--- src/logic/aosa_pkg.sv ---
// Constants, types and helpers shared by the option-select start controller
package aosa_pkg;

   // Clock and start qualification timing
   localparam int AOSA_CLK_KHZ = 25000;
   localparam int AOSA_QUAL_TIME_US = 10000;
   localparam int AOSA_QUAL_CYCLES = (AOSA_QUAL_TIME_US * AOSA_CLK_KHZ + 999) / 1000;
   localparam int AOSA_QUAL_W = 18;

   // Setting layout: image number in the low byte, port enables above it
   localparam int AOSA_IMG_W = 8;
   localparam int AOSA_PORTS = 4;
   localparam int AOSA_SET_W = AOSA_IMG_W + AOSA_PORTS;
   localparam int AOSA_SET_IMG_LSB = 0;
   localparam int AOSA_SET_PEN_LSB = 8;
   localparam int AOSA_OPT_NUM = 4;
   localparam int AOSA_OPT_IDX_W = 2;

   // Register bus
   localparam int AOSA_ADDR_W = 8;
   localparam int AOSA_DATA_W = 32;
   localparam logic [7:0] AOSA_REG_CTRL = 8'h00;
   localparam logic [7:0] AOSA_REG_STATUS = 8'h04;
   localparam logic [7:0] AOSA_REG_DEFAULT = 8'h08;
   localparam logic [7:0] AOSA_REG_OPT0 = 8'h0C;
   localparam logic [7:0] AOSA_REG_OPT1 = 8'h10;
   localparam logic [7:0] AOSA_REG_OPT2 = 8'h14;
   localparam logic [7:0] AOSA_REG_OPT3 = 8'h18;

   // Field positions
   localparam int AOSA_CTRL_START_BIT = 0;
   localparam int AOSA_STAT_STATE_LSB = 0;
   localparam int AOSA_STAT_LINE_LOW_BIT = 4;
   localparam int AOSA_STAT_OPT_USED_BIT = 5;
   localparam int AOSA_STAT_OPT_IDX_LSB = 6;
   localparam int AOSA_STAT_RESULT_LSB = 8;

   // Reset values
   localparam logic [11:0] AOSA_DEFAULT_RST = 12'hF00;
   localparam logic [11:0] AOSA_OPT_RST = 12'h000;
   localparam logic [3:0] AOSA_RESULT_RST = 4'h0;

   typedef enum logic [3:0] {
      AOSA_ST_RELEASE = 4'b0001,
      AOSA_ST_IDLE = 4'b0010,
      AOSA_ST_PULL = 4'b0100,
      AOSA_ST_RUN = 4'b1000
   } aosa_state_t;

   // Low-true select pins to option index: 11->0, 10->1, 01->2, 00->3
   function automatic logic [1:0] aosa_opt_index(input logic bit1_n, input logic bit0_n);
      aosa_opt_index = {~bit1_n, ~bit0_n};
   endfunction

   // Byte address to option slot, valid only for the four option words
   function automatic logic [1:0] aosa_opt_slot(input logic [7:0] addr);
      logic [7:0] rel;
      rel = addr - AOSA_REG_OPT0;
      aosa_opt_slot = rel[3:2];
   endfunction

   function automatic logic aosa_is_opt(input logic [7:0] addr);
      aosa_is_opt = (addr >= AOSA_REG_OPT0) && (addr <= AOSA_REG_OPT3) && (addr[1:0] == 2'h0);
   endfunction

endpackage

--- src/logic/aosa_low_qual.sv ---
// Qualifier: reports when the start/busy line has stayed low long enough
`timescale 1ns/10ps
`default_nettype none

module aosa_low_qual
   import aosa_pkg::*;
#(
   parameter int QUAL_CYCLES = AOSA_QUAL_CYCLES
) (
   input wire logic sys_clk,
   input wire logic rst,
   input wire logic line_low,
   output logic qualified
);

   localparam logic [AOSA_QUAL_W-1:0] QUAL_LAST = AOSA_QUAL_W'(QUAL_CYCLES - 1);

   typedef struct packed {
      logic [AOSA_QUAL_W-1:0] cnt;
      logic done;
   } aosa_qual_state_t;

   aosa_qual_state_t s_q;
   aosa_qual_state_t s_d;

   always_comb begin
      s_d = s_q;
      if (!line_low) begin
         s_d.cnt = '0;
         s_d.done = 1'b0;
      end else if (!s_q.done) begin
         // Saturates once the minimum low time is reached
         if (s_q.cnt == QUAL_LAST) begin
            s_d.done = 1'b1;
         end else begin
            s_d.cnt = s_q.cnt + AOSA_QUAL_W'(1);
         end
      end
   end

   always_ff @(posedge sys_clk) begin
      if (rst) begin
         s_q <= '0;
      end else begin
         s_q <= s_d;
      end
   end

   assign qualified = s_q.done;

endmodule // aosa_low_qual

`default_nettype wire

--- src/logic/aosa_ctrl.sv ---
// Start/busy line handling and option-select capture for the programmer
//
// Function
// - At qualified start, enable low takes options from the two select pins.
// - Select decode: 11 gives option 0, 10 option 1, 01 option 2, 00 option 3.
// - Undriven pins read high, so default setting is used.
// - Four stored option settings, each image plus port enables, besides default.
// - Each option setting is writable and readable by host software.
// - A local start request pulls the shared start/busy line low.
// - Device holds the line low until its own cycle ends.
// - Cycle starts only after the line stayed low the minimum time.
// - No new cycle until line returned high; equipment releases line.
// - Results high for pass, low for fail, valid at line rise.
//
// Strobed register access and the register offsets are this design's own decisions.
`timescale 1ns/10ps
`default_nettype none

module aosa_ctrl
   import aosa_pkg::*;
#(
   parameter int QUAL_CYCLES = AOSA_QUAL_CYCLES
) (
   input wire logic sys_clk,
   input wire logic rst,
   // Register port
   input wire logic [AOSA_ADDR_W-1:0] reg_addr,
   input wire logic [AOSA_DATA_W-1:0] reg_wdata,
   input wire logic reg_wr,
   input wire logic reg_rd,
   output logic [AOSA_DATA_W-1:0] reg_rdata,
   // Shared open-drain start/busy line
   input wire logic start_busy_in,
   output logic start_busy_out,
   output logic start_busy_oe,
   // Option-select pins, low true
   input wire logic option_choice_enable_n,
   input wire logic option_choice_bit0_n,
   input wire logic option_choice_bit1_n,
   // Local start button, one-cycle pulse
   input wire logic local_start,
   // Programming engine side
   output logic cycle_start,
   output logic [AOSA_IMG_W-1:0] cycle_image,
   output logic [AOSA_PORTS-1:0] cycle_port_en,
   input wire logic cycle_done,
   input wire logic [AOSA_PORTS-1:0] cycle_pass,
   // Per-port pass/fail outputs
   output logic [AOSA_PORTS-1:0] port_result
);

   typedef struct packed {
      aosa_state_t st;
      logic [AOSA_OPT_NUM-1:0][AOSA_SET_W-1:0] opt;
      logic [AOSA_SET_W-1:0] dflt;
      logic [AOSA_IMG_W-1:0] img;
      logic [AOSA_PORTS-1:0] pen;
      logic start;
      logic opt_used;
      logic [AOSA_OPT_IDX_W-1:0] opt_idx;
      logic [AOSA_PORTS-1:0] result;
      logic [AOSA_DATA_W-1:0] rdata;
   } aosa_ctrl_state_t;

   aosa_ctrl_state_t s_q;
   aosa_ctrl_state_t s_d;

   logic line_low;
   logic qualified;
   logic sw_start;
   logic [AOSA_SET_W-1:0] chosen;
   logic [AOSA_OPT_IDX_W-1:0] sel_idx;
   logic [AOSA_DATA_W-1:0] status_word;

   // Image and port-enable fields of one stored setting
   function automatic logic [AOSA_IMG_W-1:0] set_image(input logic [AOSA_SET_W-1:0] s);
      return s[AOSA_SET_IMG_LSB +: AOSA_IMG_W];
   endfunction

   function automatic logic [AOSA_PORTS-1:0] set_ports(input logic [AOSA_SET_W-1:0] s);
      return s[AOSA_SET_PEN_LSB +: AOSA_PORTS];
   endfunction

   assign line_low = ~start_busy_in;

   aosa_low_qual #(
      .QUAL_CYCLES(QUAL_CYCLES)
   ) u_qual (
      .sys_clk(sys_clk),
      .rst(rst),
      .line_low(line_low),
      .qualified(qualified)
   );

   assign sw_start = reg_wr && (reg_addr == AOSA_REG_CTRL) && reg_wdata[AOSA_CTRL_START_BIT];

   assign sel_idx = aosa_opt_index(option_choice_bit1_n, option_choice_bit0_n);

   always_comb begin
      if (!option_choice_enable_n) begin
         chosen = s_q.opt[sel_idx];
      end else begin
         chosen = s_q.dflt;
      end
   end

   always_comb begin
      status_word = '0;
      status_word[AOSA_STAT_STATE_LSB +: $bits(aosa_state_t)] = s_q.st;
      status_word[AOSA_STAT_LINE_LOW_BIT] = line_low;
      status_word[AOSA_STAT_OPT_USED_BIT] = s_q.opt_used;
      status_word[AOSA_STAT_OPT_IDX_LSB +: AOSA_OPT_IDX_W] = s_q.opt_idx;
      status_word[AOSA_STAT_RESULT_LSB +: AOSA_PORTS] = s_q.result;
   end

   always_comb begin
      s_d = s_q;
      s_d.start = 1'b0;

      if (reg_wr) begin
         if (reg_addr == AOSA_REG_DEFAULT) begin
            s_d.dflt = reg_wdata[AOSA_SET_W-1:0];
         end else if (aosa_is_opt(reg_addr)) begin
            s_d.opt[aosa_opt_slot(reg_addr)] = reg_wdata[AOSA_SET_W-1:0];
         end
      end

      if (reg_rd) begin
         s_d.rdata = '0;
         if (reg_addr == AOSA_REG_STATUS) begin
            s_d.rdata = status_word;
         end else if (reg_addr == AOSA_REG_DEFAULT) begin
            s_d.rdata[AOSA_SET_W-1:0] = s_q.dflt;
         end else if (aosa_is_opt(reg_addr)) begin
            s_d.rdata[AOSA_SET_W-1:0] = s_q.opt[aosa_opt_slot(reg_addr)];
         end
      end

      unique case (s_q.st)
         AOSA_ST_RELEASE: begin
            // Wait for line high
            // Others in the array may still hold it low
            if (!line_low) begin
               s_d.st = AOSA_ST_IDLE;
            end
         end
         AOSA_ST_IDLE: begin
            if (qualified) begin
               s_d.st = AOSA_ST_RUN;
               s_d.start = 1'b1;
               s_d.img = set_image(chosen);
               s_d.pen = set_ports(chosen);
               s_d.opt_used = ~option_choice_enable_n;
               s_d.opt_idx = sel_idx;
            end else if (local_start || sw_start) begin
               s_d.st = AOSA_ST_PULL;
            end
         end
         AOSA_ST_PULL: begin
            if (qualified) begin
               s_d.st = AOSA_ST_RUN;
               s_d.start = 1'b1;
               s_d.img = set_image(chosen);
               s_d.pen = set_ports(chosen);
               s_d.opt_used = ~option_choice_enable_n;
               s_d.opt_idx = sel_idx;
            end
         end
         AOSA_ST_RUN: begin
            if (cycle_done) begin
               s_d.result = cycle_pass;
               s_d.st = AOSA_ST_RELEASE;
            end
         end
         default: begin
            s_d.st = AOSA_ST_RELEASE;
         end
      endcase
   end

   always_ff @(posedge sys_clk) begin
      if (rst) begin
         s_q.st <= AOSA_ST_RELEASE;
         s_q.opt <= {AOSA_OPT_NUM{AOSA_OPT_RST}};
         s_q.dflt <= AOSA_DEFAULT_RST;
         s_q.img <= '0;
         s_q.pen <= '0;
         s_q.start <= 1'b0;
         s_q.opt_used <= 1'b0;
         s_q.opt_idx <= '0;
         s_q.result <= AOSA_RESULT_RST;
         s_q.rdata <= '0;
      end else begin
         s_q <= s_d;
      end
   end

   assign start_busy_oe = (s_q.st == AOSA_ST_PULL) || (s_q.st == AOSA_ST_RUN);
   // Open drain: the pin is only ever pulled low, never driven high
   assign start_busy_out = 1'b0;

   assign reg_rdata = s_q.rdata;
   assign cycle_start = s_q.start;
   assign cycle_image = s_q.img;
   assign cycle_port_en = s_q.pen;
   assign port_result = s_q.result;

endmodule // aosa_ctrl

`default_nettype wire

--- config.mk ---
export PLATFORM = sky130hd
export DESIGN_NAME = aosa_ctrl
export DESIGN_NICKNAME = d
export VERILOG_FILES = /design/src/logic/aosa_pkg.sv /design/src/logic/aosa_low_qual.sv /design/src/logic/aosa_ctrl.sv
export SDC_FILE = /design/constraint.sdc
export NUM_CORES = 1
export LEC_CHECK = 0
export BUFFER_PORTS_ARGS = -buffer_cell sky130_fd_sc_hd__buf_4
export CORE_MARGIN = 5
export CORE_UTILIZATION = 39
export DETAILED_ROUTE_END_ITERATION = 8
export GPL_TIMING_DRIVEN = 1
export PLACE_DENSITY = 0.64
export SLEW_MARGIN = 20
export SYNTH_ARGS = -nofsm -noshare
export SYNTH_HDL_FRONTEND = slang
export SYNTH_SLANG_ARGS = --single-unit
--- constraint.sdc ---
create_clock -name sys_clk -period 2.1 [get_ports sys_clk]
set_input_delay 0.105 -clock sys_clk [delete_from_list [all_inputs] [get_ports sys_clk]]
set_output_delay 0.105 -clock sys_clk [all_outputs]
set_load 0.02 [all_outputs]
==> run summary, run 1 <==
outcome - completed
iteration count of the initial detailed-routing pass - 4
CTS Buf Count - 17
Worst Hold Class - input port to flop
synth unique cells - 49
post-cts gate resize count - 0
crit path capture type - flop
sequential fraction of the synthesis area - 0.389
starting density of the core - 0.394
Final Total Pwr - 5.71 mW
Vert. Die Dim - 133 microns
Worst R2R Path Depth - 5
Avg WL per Cell - 16.9 microns
Mapped Area - 5920 sq um
Finished Layout Cells - 880
drt drc - 0
LEAKAGE - 2.93 nW
largest area contributor in the netlist - dfxtp_1
critical path endpoint - u_qual.s_q[10]
Rows - 45
worst slew margin relative to its limit - 0.555
DIE WIDTH - 133 microns
Mapped Cells - 634
met2 wire len - 7.33 mm
first-pass GRT wire length - 24.3 mm
met3 WL - 599 microns
data arrival time of the worst path - 2.26 ns
vias per inst - 5.24
largest net degree at the start of global routing - 66
H-Tree Depth - 4
DR vias - 4611
die area - 17800 sq um
kind of critical path - flop to flop
number of global-route vias before repair - 4549
worst slack after detailed placement - 0.127 ns
initial antenna violation count - 0
Critical Path Start Type - flop
Yosys warning total - 0
Fin Clk Skew - 0.00880 ns
Main synth FF type - dfxtp_1
Post-synth EDFFs - 0
gp weighted congestion - 0.834
final-report max-slew violation count - 0
Final ANT Viol Nets - 0
Layout area overhead - 19.5%
gr usage total - 0.171
HPWL Detailed - 10.5 mm
most frequent cell after synthesis - dfxtp_1
Hold Vio Cnt, Final - 0
total grt overflow - 0
worst r2r dst - u_qual.s_q[10]
Worst Slack Setup Final - 0.130 ns
Routed WL - 14.8 mm
worst-path cell chain - or4b_1, nor4_4, a211o_1, or3_2, a21oi_2
share of layout cells above drive strength 1 - 0.218
Period minus WS final - 1.97 ns
top cells by count, synth - dfxtp_1, nor2_1, mux2i_1
clk_lat worst skew - 0.42 ns
CP Max Fanout - 11
Post-synth ARST share - 0
# nets final - 738
placed insts - 832
Final setup viols - 0
clk buf depth - 2
Diodes inserted - 0
worst slew pin tran - 0.668 ns
clock sinks - 115
Synth area leaders - dfxtp_1, mux2i_1, mux4_2
Met1 Routed Length - 6.67 mm
max-cap violations - 0
RSZ-0062 raised after global routing - false
CORE AREA - 15000 sq um
required time worst endpoint - 2.39 ns
f_max - 508 MHz
Worst-path clk slew - 0.06 ns
PortBufs - 63
Critical-path top delay cell - or4b_1
I/O pins - 105
CP max stage delay - 0.57 ns
synthesized area per cell - 9.34 sq um
Seq cells post-synth - 115
Root Driver - clkbuf_16
CTS tree - yes
RR Startpoint - u_qual.s_q[6]
Reg2Reg Setup Slack - 0.13 ns
top cell type's share of synthesized area - 0.389
final worst path period share - 0.938
postcts setup bufs - 0
CP startpoint - u_qual.s_q[6]
Setup TNS Final - 0 ns
top routing layer in use - met4
initial DRC count - 252
power per cell area - 806 nW/um^2
worst vdd ir - 0.603 mV
FILL cells - 1405
==> report_power, final <==
group / internal [mW] / switching, mW / total, mW / leakage, nW
Clock: 1.94 / 1.06 / 3.00 / 0.294
Sequential: 2.21 / 0.0594 / 2.27 / 0.927
Combinational: 0.179 / 0.266 / 0.445 / 1.71
Total: 4.32 / 1.39 / 5.71 / 2.93
==> registers in the layout, indices dropped and copies added (netlist names) <==
register,flops
cycle_image,8
cycle_port_en,4
cycle_start,1
port_result,4
reg_rdata,12
s_q,67
u_qual.qualified,1
u_qual.s_q,18
==> cell families (layout without fill, tap and decap cells) <==
logic type / Yosys count / after routing / share of synthesized area
AO/OA/AOI/OAI: 75 / 75 / 0.0885
XOR/XNOR: 13 / 13 / 0.0192
adder cells (fa/ha/maj): 5 / 5 / 0.0106
buffers and inverters: 111 / 149 / 0.105
flip-flops: 115 / 115 / 0.389
multiplexers: 101 / 101 / 0.221
other: 1 / 21 / 0.000633
AND/OR/NAND/NOR: 213 / 213 / 0.166
==> worst max-delay path: cells and delay by family (launching register included) <==
| family | cells | cell delay, ns |
|---|---|---|
| DFF | 1 | 0.33 |
| AOI/OAI and AO/OA | 2 | 0.43 |
| and+or+nand+nor | 3 | 1.07 |
==> per-stage QoR <==
step | hold WS [ns] | util | cell area, sq um
final | 0.0720 | 0.471 | 7080
after global routing | 0.0695 | 0.471 | 7080
after CTS | 0.0486 | 0.471 | 7080
after detailed placement | 0.348 | 0.420 | 6310
after global placement | 0.336 | 0.420 | 6310
after floorplan | 0.230 | - | 6000
==> cells in the final DEF, fill, tap and decap left out, drive strengths merged, types with 2 or more instances in the layout <==
cell type and n:
a211oi 17, a21oi 8, a31oi 12, and3 4
buf 85, bufinv 3, clkbuf 21, clkinv 3
clkinvlp 2, conb 21, dfxtp 115, dlygate4sd3 16
ha 5, inv 19, mux2i 77, mux4 24
nand2 40, nand3 13, nand3b 5, nand4 4
nor2 109, nor2b 14, nor3 4, nor3b 3
nor4 2, o21ai 20, o32ai 11, or2 2
or3 5, or4 2, or4b 2, xnor2 6
xor2 7
==> worst min path at each step <==
stage	cells past startpoint	endpoint	slack [ns]	start
detailed placement	3	port_result[2]	0.35	cycle_pass[2]
floorplan	2	s_q[60]	0.23	reg_wdata[8]
finish	2	s_q[37]	0.07	option_choice_bit1_n
CTS	2	s_q[37]	0.05	option_choice_bit1_n
global route	2	s_q[37]	0.07	option_choice_bit1_n
global placement	3	port_result[3]	0.34	cycle_pass[3]
==> cell type report <==
| class | count | area [sq um] | area share |
|---|---|---|---|
| tap | 188 | 235 | 0.0332 |
| multi-input combinational | 428 | 3070 | 0.434 |
| clock inverter | 11 | 150 | 0.0212 |
| clock buffer | 21 | 460 | 0.0650 |
| inverter | 16 | 60.1 | 0.00848 |
| sequential | 115 | 2300 | 0.325 |
| timing repair buffer | 101 | 798 | 0.113 |
==> layer usage <==
metal / up-vias / global-route usage
li1: 2231 / -
met1: 2241 / 0.217
met2: 119 / 0.288
met3: 20 / 0.0423
met4: 0 / 0.0566
met5: - / 0
==> timing repair <==
item | 4_1_cts | 5_1_grt
endpoints found under the setup margin | 0 | 0
hold buffers | 16 | 0
endpoints found under the hold margin | 63 | 0
(Power assumes the default switching activity.)
==> inputs of run 2 (changes only) <==
Settings changed: CORE_UTILIZATION 39 to 56, MAX_ROUTING_LAYER from default to met4, PLACE_DENSITY 0.64 to 0.85.
==> run summary, run 2 (same netlist as run 1, synthesis figures left out) <==
Setup TNS Final - 0 ns (unchanged)
power per cell area - 789 nW/um^2 (was 806 nW/um^2)
iteration count of the initial detailed-routing pass - 5 (was 4)
H-Tree Depth - 4 (unchanged)
worst-path cell chain - or4b_1, nor4_4, a211o_1, or3_2, a21oi_2 (unchanged)
share of layout cells above drive strength 1 - 0.216 (was 0.218)
gp weighted congestion - 0.867 (was 0.834)
post-cts gate resize count - 0 (unchanged)
outcome - completed (unchanged)
first-pass GRT wire length - 23.8 mm (was 24.3 mm)
Critical-path top delay cell - or4b_1 (unchanged)
design area - 7040 sq um (was 7080 sq um)
CORE AREA - 10300 sq um (was 15000 sq um)
kind of critical path - flop to flop (unchanged)
LEAKAGE - 2.92 nW (was 2.93 nW)
CTS tree - yes (unchanged)
CP max stage delay - 0.58 ns (was 0.57 ns)
commonest non-fill, non-tap cell in the layout - dfxtp_1 (unchanged)
initial antenna violation count - 0 (unchanged)
vias per inst - 5.79 (was 5.24)
clk_lat worst skew - 0.53 ns (was 0.42 ns)
# nets final - 740 (was 738)
Worst Hold Class - input port to flop (unchanged)
Worst-path clk slew - 0.06 ns (about the same)
drt drc - 0 (unchanged)
Diodes inserted - 0 (unchanged)
DR vias - 4807 (was 4611)
I/O pins - 105 (unchanged)
max FFs per register - 67 (unchanged)
DIE WIDTH - 113 microns (was 133 microns)
final-report max-slew violation count - 0 (unchanged)
HPWL Detailed - 9.97 mm (was 10.5 mm)
Root Driver - clkbuf_8 (was clkbuf_16)
largest net degree at the start of global routing - 89 (was 66)
most frequent cells in the layout - dfxtp_1, nor2_1, buf_4 (unchanged)
clock sinks - 115 (unchanged)
Fin Clk Skew - 0.00576 ns (was 0.00880 ns)
Period minus WS final - 1.97 ns (about the same)
clk buf depth - 2 (unchanged)
Reg2Reg Setup Slack - 0.13 ns (about the same)
RSZ-0062 raised after global routing - false (unchanged)
Avg WL per Cell - 17.7 microns (was 16.9 microns)
hold_sp - reg_rd (was option_choice_bit1_n)
Final setup viols - 0 (unchanged)
required time worst endpoint - 2.51 ns (was 2.39 ns)
Cells on Worst Hold Path - 3 (was 2)
Worst Path Buf+Inv - 0 (unchanged)
Hold Vio Cnt, Final - 0 (unchanged)
gr usage total - 0.241 (was 0.171)
Vert. Die Dim - 113 microns (was 133 microns)
Critical Path Start Type - flop (unchanged)
Final ANT Viol Nets - 0 (unchanged)
f_max - 506 MHz (was 508 MHz)
data arrival time of the worst path - 2.38 ns (was 2.26 ns)
Layout area overhead - 18.8% (was 19.5%)
PortBufs - 63 (unchanged)
Rows - 37 (was 45)
final worst path period share - 0.940 (was 0.938)
postcts setup bufs - 0 (unchanged)
placed standard-cell area - 6250 sq um (was 6310 sq um)
total grt overflow - 0 (unchanged)
crit path capture type - flop (unchanged)
number of global-route vias before repair - 4818 (was 4549)
CTS Buf Count - 17 (unchanged)
RR Startpoint - u_qual.s_q[6] (unchanged)
CP Max Fanout - 11 (unchanged)
max-cap violations - 0 (unchanged)
Routed WL - 14.7 mm (was 14.8 mm)
starting density of the core - 0.574 (was 0.394)
worst r2r dst - u_qual.s_q[10] (unchanged)
Most flops, register - s_q (unchanged)
die area - 12700 sq um (was 17800 sq um)
hold path endpoint - reg_rdata[4] (was s_q[37])
worst vdd ir - 0.726 mV (was 0.603 mV)
Worst R2R Path Depth - 5 (unchanged)
initial DRC count - 492 (was 252)
Worst path top cell family by delay - simple AND/OR/NAND/NOR gates (unchanged)
## run 2: cell types whose count changed in the layout (fill, tap and decap cells not counted), sizes merged
cell / delta
clkinvlp: +4
bufinv: -1
clkbuf: -3
buf: -3
dlygate4sd3: +5
## run 2: worst max path at each step
stage	slack [ns]	end	cells past startpoint	start
finish	0.13	u_qual.s_q[10]	5	u_qual.s_q[6]
floorplan	0.24	u_qual.s_q[8]	6	u_qual.s_q[6]
detailed placement	0.13	u_qual.s_q[10]	5	u_qual.s_q[6]
CTS	0.12	u_qual.s_q[10]	5	u_qual.s_q[6]
global route	0.01	u_qual.s_q[18]	5	u_qual.s_q[6]
global placement	0.18	u_qual.s_q[8]	5	u_qual.s_q[6]
## run 2: report_power, final
| group | total (mW) | internal (mW) | leakage (nW) | switching (mW) |
|---|---|---|---|---|
| clock network | 2.82 | 1.73 | 0.266 | 1.10 |
| logic | 0.464 | 0.189 | 1.72 | 0.275 |
| registers | 2.27 | 2.21 | 0.927 | 0.0592 |
| total | 5.56 | 4.13 | 2.92 | 1.43 |
## run 2: timing repair
action                                  CTS  global route
endpoints found under the setup margin    0             0
hold buffers                             21             0
endpoints found under the hold margin    73             0
## run 2: cell type report
type,count,area [sq um]
Clock buffer,18,428
Inverter,16,60.1
Sequential cell,115,2300
Multi-Input combinational cell,428,3070
Fill cell,737,3280
Tap cell,136,170
Timing Repair Buffer,103,851
Clock inverter,14,154
## run 2: through the flow
stage | hold WS [ns] | instances | setup WS (ns) | utilization | power [mW]
2_1_floorplan | 0.230 | 654 | 0.240 | - | 2.61
3_3_place_gp | 0.339 | 777 | 0.182 | 0.605 | 2.71
3_5_place_dp | 0.352 | 777 | 0.131 | 0.605 | 2.73
4_1_cts | 0.0293 | 830 | 0.124 | 0.682 | 5.56
5_1_grt | 0.0781 | 830 | 0.0121 | 0.682 | 5.72
6_report | 0.0343 | 830 | 0.125 | 0.682 | 5.56
## run 2: worst register-to-register path, stage by stage (launching register included)
cell	delay, ns
dfxtp_1	0.33
or4b_1	0.58
nor4_4	0.31
a211o_1	0.38
or3_2	0.20
a21oi_2	0.05
## run 2: metal layers
layer | vias to the layer above | track usage | routed length [microns]
met5 | - | - | 0
met4 | 0 | 0.120 | 382
met3 | 34 | 0.0588 | 950
met2 | 200 | 0.387 | 7440
met1 | 2327 | 0.284 | 5910
li1 | 2246 | - | -
